## src/include/cidf_cfg.svh

```systemverilog
// Address map, field positions and sizes of the identifier tag and mask filter registers
`ifndef CIDF_CFG_SVH
`define CIDF_CFG_SVH

`define CIDF_TAG1_ADDR 8'hbc
`define CIDF_TAG2_ADDR 8'hbd
`define CIDF_TAG3_ADDR 8'hbe
`define CIDF_TAG4_ADDR 8'hbf
`define CIDF_MASK1_ADDR 8'hc4
`define CIDF_MASK2_ADDR 8'hc5

`define CIDF_NUM_OBJ 15
`define CIDF_OBJ_W 4
`define CIDF_ID_W 29
`define CIDF_STD_ID_W 11

`define CIDF_RTR_BIT 2
`define CIDF_RB1_BIT 1
`define CIDF_RB0_BIT 0

`define CIDF_ZERO_BYTE 8'h00
`define CIDF_STD_RSVD_LOW5 5'h00
`define CIDF_RSVD_HIGH5 5'h00
`define CIDF_ZERO_ID 29'h0000_0000

`endif

```

## src/include/cidf_pkg.sv

```systemverilog
// Types shared by the tag and mask filter modules
`include "cidf_cfg.svh"
package cidf_pkg;
    typedef enum logic [0:0] {
        CIDF_FMT_STD = 1'b0,
        CIDF_FMT_EXT = 1'b1
    } cidf_fmt_e;

    typedef logic [`CIDF_ID_W-1:0] cidf_id_t;

    typedef struct packed {
        cidf_id_t id;
        logic rtr;
        logic rb1;
        logic rb0;
    } cidf_tag_s;
endpackage

```

## src/include/cidf_match_if.sv

```systemverilog
// Carrier between one object's stored filter state and its acceptance comparator
`timescale 1ns/1ns
interface cidf_match_if;
    import cidf_pkg::*;
    cidf_tag_s tag;
    cidf_id_t mask;
    cidf_fmt_e fmt;
    logic rx_en;
    logic hit;
    modport regs (output tag, output mask, output fmt, output rx_en, input hit);
    modport cmp (input tag, input mask, input fmt, input rx_en, output hit);
endinterface

```

## src/cidf_match.sv

```systemverilog
// Acceptance comparator for one message object
`timescale 1ns/1ns
`include "cidf_cfg.svh"
module cidf_match
    import cidf_pkg::*;
(
    cidf_match_if.cmp obj,
    input wire cidf_id_t rx_id_i,
    input wire logic rx_ext_i,
    input wire logic rx_rtr_i,
    input wire logic rx_rb1_i,
    input wire logic rx_rb0_i
);
    cidf_id_t bit_ok;
    logic id_ok;
    logic ctrl_ok;

    // Each bit passes when it matches the tag or its mask bit is clear
    assign bit_ok = ~(rx_id_i ^ obj.tag.id) | ~obj.mask;

    always_comb begin
        if (obj.fmt == CIDF_FMT_EXT) begin
            id_ok = &bit_ok;
            ctrl_ok = (rx_rtr_i == obj.tag.rtr) && (rx_rb1_i == obj.tag.rb1) && (rx_rb0_i == obj.tag.rb0);
        end else begin
            id_ok = &bit_ok[`CIDF_STD_ID_W-1:0];
            ctrl_ok = (rx_rtr_i == obj.tag.rtr) && (rx_rb0_i == obj.tag.rb0);
        end
    end

    // A frame of the other identifier format never hits
    assign obj.hit = obj.rx_en && (rx_ext_i == (obj.fmt == CIDF_FMT_EXT)) && id_ok && ctrl_ok;
endmodule

```

## src/cidf_tag_mask_regs.sv

```systemverilog
// Per-object identifier tag and mask registers with reception acceptance filtering
`timescale 1ns/1ns
`include "cidf_cfg.svh"
module cidf_tag_mask_regs
    import cidf_pkg::*;
#(
    parameter int NUM_OBJ = `CIDF_NUM_OBJ,
    parameter int OBJ_W = `CIDF_OBJ_W
) (
    input wire logic CLK_I,
    input wire logic RST_I,
    input wire logic [7:0] SFR_ADDR_I,
    input wire logic [7:0] SFR_WDATA_I,
    input wire logic SFR_WR_I,
    input wire logic SFR_RD_I,
    output logic [7:0] SFR_RDATA_O,
    input wire logic [OBJ_W-1:0] OBJ_SEL_I,
    input wire logic [NUM_OBJ-1:0] OBJ_EXT_FMT_I,
    input wire logic [NUM_OBJ-1:0] OBJ_RX_EN_I,
    input wire logic RX_FRAME_VALID_I,
    input wire logic [`CIDF_ID_W-1:0] RX_ID_I,
    input wire logic RX_EXT_I,
    input wire logic RX_RTR_I,
    input wire logic RX_RB1_I,
    input wire logic RX_RB0_I,
    output logic [NUM_OBJ-1:0] RX_HIT_O,
    output logic RX_HIT_VALID_O,
    input wire logic [OBJ_W-1:0] TX_OBJ_I,
    output logic [`CIDF_ID_W-1:0] TX_ID_O,
    output logic TX_EXT_O,
    output logic TX_RTR_O,
    output logic TX_RB1_O,
    output logic TX_RB0_O
);
    // Filter state is deliberately left without reset; software must load it first
    cidf_id_t id_tag_reg [NUM_OBJ];
    logic remote_request_tag_reg [NUM_OBJ];
    logic reserved_bit1_tag_reg [NUM_OBJ];
    logic reserved_bit0_tag_reg [NUM_OBJ];
    logic [`CIDF_ID_W-1:0] mask_field_reg [NUM_OBJ];

    logic sel_ok;
    logic sel_ext;
    logic [7:0] rdata_next;
    logic [NUM_OBJ-1:0] hit_vec;
    logic [NUM_OBJ-1:0] fmt_bits;
    logic tx_ok;

    assign sel_ok = (int'(OBJ_SEL_I) < NUM_OBJ);
    assign fmt_bits = OBJ_EXT_FMT_I;
    assign sel_ext = sel_ok && fmt_bits[OBJ_SEL_I];
    assign tx_ok = (int'(TX_OBJ_I) < NUM_OBJ);

    // Tag writes: layout follows the format of the selected object
    always_ff @(posedge CLK_I) begin
        if (SFR_WR_I && sel_ok) begin
            unique case (SFR_ADDR_I)
                `CIDF_TAG1_ADDR: begin
                    if (sel_ext) begin
                        id_tag_reg[OBJ_SEL_I][28:21] <= SFR_WDATA_I;
                    end else begin
                        id_tag_reg[OBJ_SEL_I][10:3] <= SFR_WDATA_I;
                    end
                end
                `CIDF_TAG2_ADDR: begin
                    if (sel_ext) begin
                        id_tag_reg[OBJ_SEL_I][20:13] <= SFR_WDATA_I;
                    end else begin
                        id_tag_reg[OBJ_SEL_I][2:0] <= SFR_WDATA_I[7:5];
                    end
                end
                `CIDF_TAG3_ADDR: begin
                    // Standard layout: register has no function, write dropped
                    if (sel_ext) begin
                        id_tag_reg[OBJ_SEL_I][12:5] <= SFR_WDATA_I;
                    end
                end
                `CIDF_TAG4_ADDR: begin
                    if (sel_ext) begin
                        id_tag_reg[OBJ_SEL_I][4:0] <= SFR_WDATA_I[7:3];
                        reserved_bit1_tag_reg[OBJ_SEL_I] <= SFR_WDATA_I[`CIDF_RB1_BIT];
                    end
                    remote_request_tag_reg[OBJ_SEL_I] <= SFR_WDATA_I[`CIDF_RTR_BIT];
                    reserved_bit0_tag_reg[OBJ_SEL_I] <= SFR_WDATA_I[`CIDF_RB0_BIT];
                end
                default: begin
                end
            endcase
        end
    end

    // Mask writes share the same format steering as the tag
    always_ff @(posedge CLK_I) begin
        if (SFR_WR_I && sel_ok) begin
            unique case (SFR_ADDR_I)
                `CIDF_MASK1_ADDR: begin
                    if (sel_ext) begin
                        mask_field_reg[OBJ_SEL_I][28:21] <= SFR_WDATA_I;
                    end else begin
                        mask_field_reg[OBJ_SEL_I][10:3] <= SFR_WDATA_I;
                    end
                end
                `CIDF_MASK2_ADDR: begin
                    if (sel_ext) begin
                        mask_field_reg[OBJ_SEL_I][20:13] <= SFR_WDATA_I;
                    end else begin
                        mask_field_reg[OBJ_SEL_I][2:0] <= SFR_WDATA_I[7:5];
                    end
                end
                default: begin
                end
            endcase
        end
    end

    // Readback; reserved positions return zero, which is one legal indeterminate value
    always_comb begin
        rdata_next = `CIDF_ZERO_BYTE;
        if (sel_ok) begin
            unique case (SFR_ADDR_I)
                `CIDF_TAG1_ADDR: begin
                    rdata_next = sel_ext ? id_tag_reg[OBJ_SEL_I][28:21] : id_tag_reg[OBJ_SEL_I][10:3];
                end
                `CIDF_TAG2_ADDR: begin
                    if (sel_ext) begin
                        rdata_next = id_tag_reg[OBJ_SEL_I][20:13];
                    end else begin
                        rdata_next = {id_tag_reg[OBJ_SEL_I][2:0], `CIDF_STD_RSVD_LOW5};
                    end
                end
                `CIDF_TAG3_ADDR: begin
                    rdata_next = sel_ext ? id_tag_reg[OBJ_SEL_I][12:5] : `CIDF_ZERO_BYTE;
                end
                `CIDF_TAG4_ADDR: begin
                    if (sel_ext) begin
                        rdata_next = {id_tag_reg[OBJ_SEL_I][4:0], remote_request_tag_reg[OBJ_SEL_I],
                                      reserved_bit1_tag_reg[OBJ_SEL_I], reserved_bit0_tag_reg[OBJ_SEL_I]};
                    end else begin
                        rdata_next = {`CIDF_RSVD_HIGH5, remote_request_tag_reg[OBJ_SEL_I], 1'b0,
                                      reserved_bit0_tag_reg[OBJ_SEL_I]};
                    end
                end
                `CIDF_MASK1_ADDR: begin
                    rdata_next = sel_ext ? mask_field_reg[OBJ_SEL_I][28:21] : mask_field_reg[OBJ_SEL_I][10:3];
                end
                `CIDF_MASK2_ADDR: begin
                    if (sel_ext) begin
                        rdata_next = mask_field_reg[OBJ_SEL_I][20:13];
                    end else begin
                        rdata_next = {mask_field_reg[OBJ_SEL_I][2:0], `CIDF_STD_RSVD_LOW5};
                    end
                end
                default: begin
                    rdata_next = `CIDF_ZERO_BYTE;
                end
            endcase
        end
    end

    always_ff @(posedge CLK_I) begin
        if (RST_I) begin
            SFR_RDATA_O <= `CIDF_ZERO_BYTE;
        end else if (SFR_RD_I) begin
            SFR_RDATA_O <= rdata_next;
        end
    end

    // One comparator per object; all run in parallel on the same received frame
    genvar g;
    generate
        for (g = 0; g < NUM_OBJ; g++) begin : gen_obj
            cidf_match_if m_if ();
            cidf_id_t eff_mask;
            // Extended mask bits 12..0 have no register here and stay compare-enabled
            assign eff_mask = fmt_bits[g] ? {mask_field_reg[g][28:13], {13{1'b1}}} : mask_field_reg[g];
            assign m_if.tag = '{id: id_tag_reg[g], rtr: remote_request_tag_reg[g],
                                rb1: reserved_bit1_tag_reg[g], rb0: reserved_bit0_tag_reg[g]};
            assign m_if.mask = eff_mask;
            assign m_if.fmt = fmt_bits[g] ? CIDF_FMT_EXT : CIDF_FMT_STD;
            assign m_if.rx_en = OBJ_RX_EN_I[g];
            assign hit_vec[g] = m_if.hit;
            cidf_match u_match (
                .obj(m_if),
                .rx_id_i(RX_ID_I),
                .rx_ext_i(RX_EXT_I),
                .rx_rtr_i(RX_RTR_I),
                .rx_rb1_i(RX_RB1_I),
                .rx_rb0_i(RX_RB0_I)
            );
        end
    endgenerate

    // Hit vector is held until the next frame so the controller can pick its winner
    always_ff @(posedge CLK_I) begin
        if (RST_I) begin
            RX_HIT_O <= '0;
            RX_HIT_VALID_O <= 1'b0;
        end else begin
            RX_HIT_VALID_O <= RX_FRAME_VALID_I;
            if (RX_FRAME_VALID_I) begin
                RX_HIT_O <= hit_vec;
            end
        end
    end

    // Transmit side sees the raw tag; the mask never touches it
    always_ff @(posedge CLK_I) begin
        if (RST_I || !tx_ok) begin
            TX_ID_O <= `CIDF_ZERO_ID;
            TX_EXT_O <= 1'b0;
            TX_RTR_O <= 1'b0;
            TX_RB1_O <= 1'b0;
            TX_RB0_O <= 1'b0;
        end else begin
            TX_EXT_O <= fmt_bits[TX_OBJ_I];
            TX_ID_O <= fmt_bits[TX_OBJ_I] ? id_tag_reg[TX_OBJ_I]
                                          : {18'h00000, id_tag_reg[TX_OBJ_I][`CIDF_STD_ID_W-1:0]};
            TX_RTR_O <= remote_request_tag_reg[TX_OBJ_I];
            TX_RB1_O <= fmt_bits[TX_OBJ_I] & reserved_bit1_tag_reg[TX_OBJ_I];
            TX_RB0_O <= reserved_bit0_tag_reg[TX_OBJ_I];
        end
    end
endmodule

```

## config.mk

```make
export PLATFORM = sky130hd
export DESIGN_NAME = cidf_tag_mask_regs
export DESIGN_NICKNAME = d
export VERILOG_FILES = /design/src/include/cidf_pkg.sv /design/src/include/cidf_match_if.sv /design/src/cidf_match.sv /design/src/cidf_tag_mask_regs.sv
export VERILOG_INCLUDE_DIRS = /design/src /design/src/include
export SDC_FILE = /design/constraint.sdc
export NUM_CORES = 2
export LEC_CHECK = 0
export BUFFER_PORTS_ARGS = -buffer_cell sky130_fd_sc_hd__buf_2
export CAP_MARGIN = 20
export CORE_ASPECT_RATIO = 0.5
export CORE_UTILIZATION = 45
export CTS_BUF_LIST = sky130_fd_sc_hd__clkbuf_16
export DETAILED_ROUTE_END_ITERATION = 16
export GPL_ROUTABILITY_DRIVEN = 0
export SYNTH_ARGS = -nofsm -noshare
export SYNTH_HDL_FRONTEND = slang
export SYNTH_HIERARCHICAL = 1
export SYNTH_SLANG_ARGS = --single-unit
```

## constraint.sdc

```tcl
create_clock -name CLK_I -period 3.8 [get_ports CLK_I]
set_clock_uncertainty 0.05 [all_clocks]
set_input_delay 0.57 -clock CLK_I [delete_from_list [all_inputs] [get_ports CLK_I]]
set_output_delay 0.57 -clock CLK_I [all_outputs]
set_load 0.005 [all_outputs]
```

### Yosys cells after proc, flatten, opt, wreduce, memory -nomap -nowiden

Memory sizes are Yosys's and may differ from the RTL's. A register that Yosys moved wholly into a read port is not among the register bits.
Cells that the tools add are included.

| word-level totals | value |
|---|---|
| logic and storage cells | 382 |
| memories | 5 |
| output and inout bits | 57 |
| bits in registers | 55 |
| RAM bits | 885 |
| input bits | 92 |

| cells by class | value |
|---|---|
| reduce and logical (&&, ||, !) cells | 125 |
| bitwise operators | 65 |
| magnitude comparators | 4 |
| muxes and demuxes | 110 |
| eq/ne operators | 66 |

Memory list:

| memory | depth | bits a word | rd ports | clocked after memory_dff | wr ports | RTL line | RTL |
|---|---|---|---|---|---|---|---|
| id_tag_reg | 15 | 29 | 17 | 0 | 1 | cidf_tag_mask_regs.sv:36 | `cidf_id_t id_tag_reg [NUM_OBJ];` |
| mask_field_reg | 15 | 27 | 16 | 0 | 1 | cidf_tag_mask_regs.sv:40 | `` logic [`CIDF_ID_W-1:0] mask_field_reg [NUM_OBJ]; `` |
| remote_request_tag_reg | 15 | 1 | 17 | 1 | 1 | cidf_tag_mask_regs.sv:37 | `logic remote_request_tag_reg [NUM_OBJ];` |
| reserved_bit0_tag_reg | 15 | 1 | 17 | 1 | 1 | cidf_tag_mask_regs.sv:39 | `logic reserved_bit0_tag_reg [NUM_OBJ];` |
| reserved_bit1_tag_reg | 15 | 1 | 17 | 0 | 1 | cidf_tag_mask_regs.sv:38 | `logic reserved_bit1_tag_reg [NUM_OBJ];` |

Operators with widths:

| cell | count |
|---|---|
| $not 29->29 | 30 |
| $or 29x29->29 | 15 |
| $reduce_and 29->1 | 15 |
| $xor 29x29->29 | 15 |
| $mux 13 | 15 |
| $reduce_and 11->1 | 15 |
| $logic_and 1x1->1 | 92 |
| $mux 1 | 82 |
| $eq 1x1->1 | 60 |
| $mux 8 | 7 |
| $eq 8x8->1 const B | 6 |
| $pmux 8 s6 | 1 |
| $lt 4x5->1 const B | 2 |
| $bmux 1 s4 | 2 |
| $lt 4x4->1 const B | 2 |
| $mux 6 | 1 |
| $mux 3 | 1 |
| $or 1x1->1 | 3 |
| $mux 2 | 1 |
| $reduce_or 2->1 | 1 |
| $and 1x1->1 | 1 |
| $logic_not 1->1 | 1 |
| $logic_or 1x1->1 | 1 |
| $not 1->1 | 1 |

### Logic depth before layout (Yosys ltp)

| depth | value |
|---|---|
| depth after elaboration | 8 |
| mapped depth | 12 |

### Cells and area by module

Netlist, hierarchy kept.

By module, submodules not included:

| module | area an instance (um^2) | instances | sequential area each (um^2) | cells each |
|---|---|---|---|---|
| cidf_tag_mask_regs | 44,317.5 | 1 | 29,488.3 | 2,391 |
| cidf_match | 473.0 | 15 | 0.0 | 54 |

### Worst setup path before layout

Ideal clock, no wire load.

| timing | value |
|---|---|
| path kind | input to register |
| start point | input OBJ_SEL_I[1] |
| end point | memory id_tag_reg[10][13] (netlist bit) (enable) |
| setup time | 0.370 ns |
| cell stages on the path | 10 |
| slack | 0.691 ns |
| data arrival time | 2.689 ns |
| path buffers | 4 |
| data required time | 3.380 ns |
| cell sequence | buf_4 -> buf_6 -> mux2i_1 -> a221o_1 -> o22a_1 -> buf_4 -> nor2_1 -> nand2_1 -> buf_2 -> nor2_1 |

| on the way | value |
|---|---|
| longest elaborated chain between the ends | 7 |

Ends and longest elaborated chain:

| what | RTL line | RTL |
|---|---|---|
| start, declared | cidf_tag_mask_regs.sv:17 | `input wire logic [OBJ_W-1:0] OBJ_SEL_I,` |
| $bmux 1 s4 | cidf_tag_mask_regs.sv:51 | `assign sel_ext = sel_ok && fmt_bits[OBJ_SEL_I];` |
| $mux 1 (implied by the code) | cidf_tag_mask_regs.sv:51 |  |
| $logic_and 1x1->1 | cidf_tag_mask_regs.sv:51 |  |
| $mux 1 | cidf_tag_mask_regs.sv:66 | `if (sel_ext) begin` |
| $mux 1 | cidf_tag_mask_regs.sv:57 | `unique case (SFR_ADDR_I)` |
| $mux 1 | cidf_tag_mask_regs.sv:56 | `if (SFR_WR_I && sel_ok) begin` |
| $mux 1 (implied by the code) | cidf_tag_mask_regs.sv:67 | `id_tag_reg[OBJ_SEL_I][20:13] <= SFR_WDATA_I;` |
| end, declared | cidf_tag_mask_regs.sv:36 |  |

Several ways; a longest one is shown, not always the timed one. The select of a mux whose other input is x is not followed.

### Worst setup path in the final report

| timing | value |
|---|---|
| start point | input OBJ_SEL_I[3] |
| end point | register SFR_RDATA_O[5] |

| on the way | value |
|---|---|
| longest elaborated chain between the ends | 6 |

Ends and longest elaborated chain:

| what | RTL line | RTL |
|---|---|---|
| $bmux 1 s4 | cidf_tag_mask_regs.sv:51 |  |
| $mux 1 (implied by the code) | cidf_tag_mask_regs.sv:51 |  |
| $logic_and 1x1->1 | cidf_tag_mask_regs.sv:51 |  |
| $mux 8, or another cell as far along | cidf_tag_mask_regs.sv:147 | `if (sel_ext) begin` |
| $pmux 8 s6 | cidf_tag_mask_regs.sv:120 | `unique case (SFR_ADDR_I)` |
| $mux 8 (*) | cidf_tag_mask_regs.sv:119 | `if (sel_ok) begin` |
| end signal, assigned | cidf_tag_mask_regs.sv:162 | `` SFR_RDATA_O <= `CIDF_ZERO_BYTE; `` |
| end signal, assigned | cidf_tag_mask_regs.sv:164 | `SFR_RDATA_O <= rdata_next;` |
| end, declared | cidf_tag_mask_regs.sv:16 | `output logic [7:0] SFR_RDATA_O,` |

Mark *: on every way between the ends. The rest lies on a longest branch, timed or not. The select of a mux whose other input is x is not followed.
A chain may end at the register's enable or synchronous reset.

==> impl_metrics.ini <==
[timing]
fmax_mhz = 319.7
fin_crit_ps = 3128
finalMaxSlewViolations = 0
finalHoldViolCount = 0
tns_ps = 0
final.setup.worst_slack_ps = 671.9
rsz0062_at_grt = no
hold-worst-slack_ps = 199.4
fin_crit_sh = 0.8232
finalSetupViolCount = 0
worst_slew_pin_slew_ps = 1169
relSlewSlack = 0.2004

[worst_setup_path]
cp_num_buf_inv = 4
start_kind = input port
cp_top_family = compound AO/OA/AOI/OAI gates
worstPathCellList = buf_2, buf_4, nor2b_2, buf_4, a22oi_1, a2111oi_0, nor4_1, buf_4, a311oi_1
critical-path-max-stage-delay_ps = 1050
crit_slowest_cell = a2111oi_0
cp.arrival_ps = 3730
worst_ep_required_time_ps = 4400
r2r_setup_slack_ps = 1120
crit_top_cell = buf_4
end_kind = register
crit_type = input port to register
worstPathMaxFanout = 15

[grt]
grt_pass1_wl_mm = 258.3
grt_pass1_vias = 32940
groute.usage.overall = 0.3243
grtUsageMet3 = 0.08023
grt_max_degree = 84
grt.overflow.total = 0
grt-busiest-layer = met2
use_met2 = 0.4963
antenna_found_initial = 10
globalRouteMet1Util = 0.4391

[placement]
placedInstanceArea_mm2 = 0.05548
place_inst = 4971
io_buffers = 148
post-place-ws_ps = 229.7
dp_hpwl_mm = 138.3

[pwr]
totalPowerFinal_mw = 23.94
pwr_density_cell_mw_per_mm2 = 410.2
peakVddDrop_uv = 290.2
p_leak_nw = 19.73

[logic_synthesis]
synth_area_per_cell_um2 = 16.06
async_flop_share = 0
synth_top_cell_area_share = 0.5514
yosys_register_bits = 1001
synth_ff_type = edfxtp_1
synth.distinct_cells = 61
yosysTopAreaCell = edfxtp_1
synth-seq-area-share = 0.5736
synth_area_mm2 = 0.05141
yosys_warnings = 6
synth_edf_count = 944
yosys-top-cells-area = edfxtp_1 (55%), mux4_2 (17%), xor2_1 (7.7%)
yosysMostFrequentCell = edfxtp_1
netlist_top_cells_count = edfxtp_1 (944), xor2_1 (450), mux4_2 (399)
netlist_instances = 3201

[cts]
numClockSinks = 1001
cts_buffer_depth = 3
path_clk_slew_ps = 70
cts_resized = 0
cts_setup_buffers = 0
numCtsBuffers = 91
cts_root_buf = clkbuf_16
htreeDepth = 3
clk-insertion-delay-late_ps = 740
postCtsHoldBufs = 0
cts_tree = done

[cells_and_area]
fin_cells = 5138
fin_area_mm2 = 0.05837
fill_cells = 9411
nets = 3643
largest_reg_flops = 464
final_util = 0.5166
drive_gt1_frac = 0.3191
area_growth_pct = 13.53

[routing]
vias_per_cell = 6.577
drc = 0
wl_per_cell_um = 36.42
totalWireLength_mm = 187.1
num_vias = 33790
firstDrtPassIters = 8
drt-initial-drc-count = 5228
ant_nets = 0

[run_status]
status = finished, final reports clean

[run]
max_cap_violations = 0

[floorplan]
core_area_mm2 = 0.1130
dieArea_mm2 = 0.1157
ios = 149
die_x_um = 480.0
die_h_um = 241.0
rows = 87
start_util = 0.4550

[hold_path]
hold_path_class = input port to register
==> where the power goes <==
part           switching, mW  total [mW]  internal [mW]
Combinational           1.59        2.52          0.929
Clock                   4.32        9.26           4.94
Sequential            0.0296        12.2           12.1
Total                   5.94        23.9           18.0
==> cell families after synthesis <==
kind of cell | Yosys count | synth area share
xor+xnor | 496 | 0.08450
flops | 1001 | 0.5736
buf+inv | 191 | 0.01937
simple gates | 644 | 0.06330
other cells | 1 | 0.00007294
compound gates | 381 | 0.06705
mux | 487 | 0.1921
==> cell usage in the layout, fill, tap and decap left out, types with 13 or more instances in the layout <==
cell and instances:
a221oi_1 22, a221oi_2 48, xor2_1 450, inv_1 34, nand4_1 34, mux2i_1 79, buf_4 213, conb_1 59
mux4_2 399, dfxtp_1 57, xnor2_1 46, a211oi_1 13, a2111oi_2 17, buf_12 28, nand3_1 25, a22oi_1 152
clkinv_1 14, or2_2 168, edfxtp_1 944, nand2_1 79, and3_1 21, nor2_1 217, a22o_1 63, nor2b_1 50
buf_2 138, a21oi_1 14, clkbuf_16 95
==> path summary, 6_finish.rpt <==
check / startpoint / to / depth (start not counted)
max reg2reg: mask_field_reg[14][4]$_DFFE_PP_ / SFR_RDATA_O[1]$_SDFFE_PP0P_ / 5
min: SFR_WDATA_I[2] / mask_field_reg[12][5]$_DFFE_PP_ / 1
min reg2reg: RX_HIT_O[13]$_SDFFE_PP0P_ / RX_HIT_O[13]$_SDFFE_PP0P_ / 2
max: OBJ_SEL_I[3] / SFR_RDATA_O[5]$_SDFFE_PP0P_ / 9
==> layer usage <==
metal / part of all wire / vias to the layer above
met5: 0.000043 / -
met4: 0.053 / 2
met3: 0.12 / 403
met2: 0.45 / 2340
met1: 0.38 / 17580
li1: - / 13470
==> layout make-up <==
type / count / area [um^2] / area share
diodes: 2 / 5.005 / 0.00008575
multi-input cells: 2067 / 21170 / 0.3627
repair buffers: 383 / 2907 / 0.04980
well taps: 1513 / 1893 / 0.03243
inverters: 7 / 26.28 / 0.0004502
clock inverters: 70 / 503.0 / 0.008618
flip-flops and latches: 1001 / 29490 / 0.5052
clock buffers: 95 / 2377 / 0.04073
No activity file was read; power rests on OpenSTA's default activity.
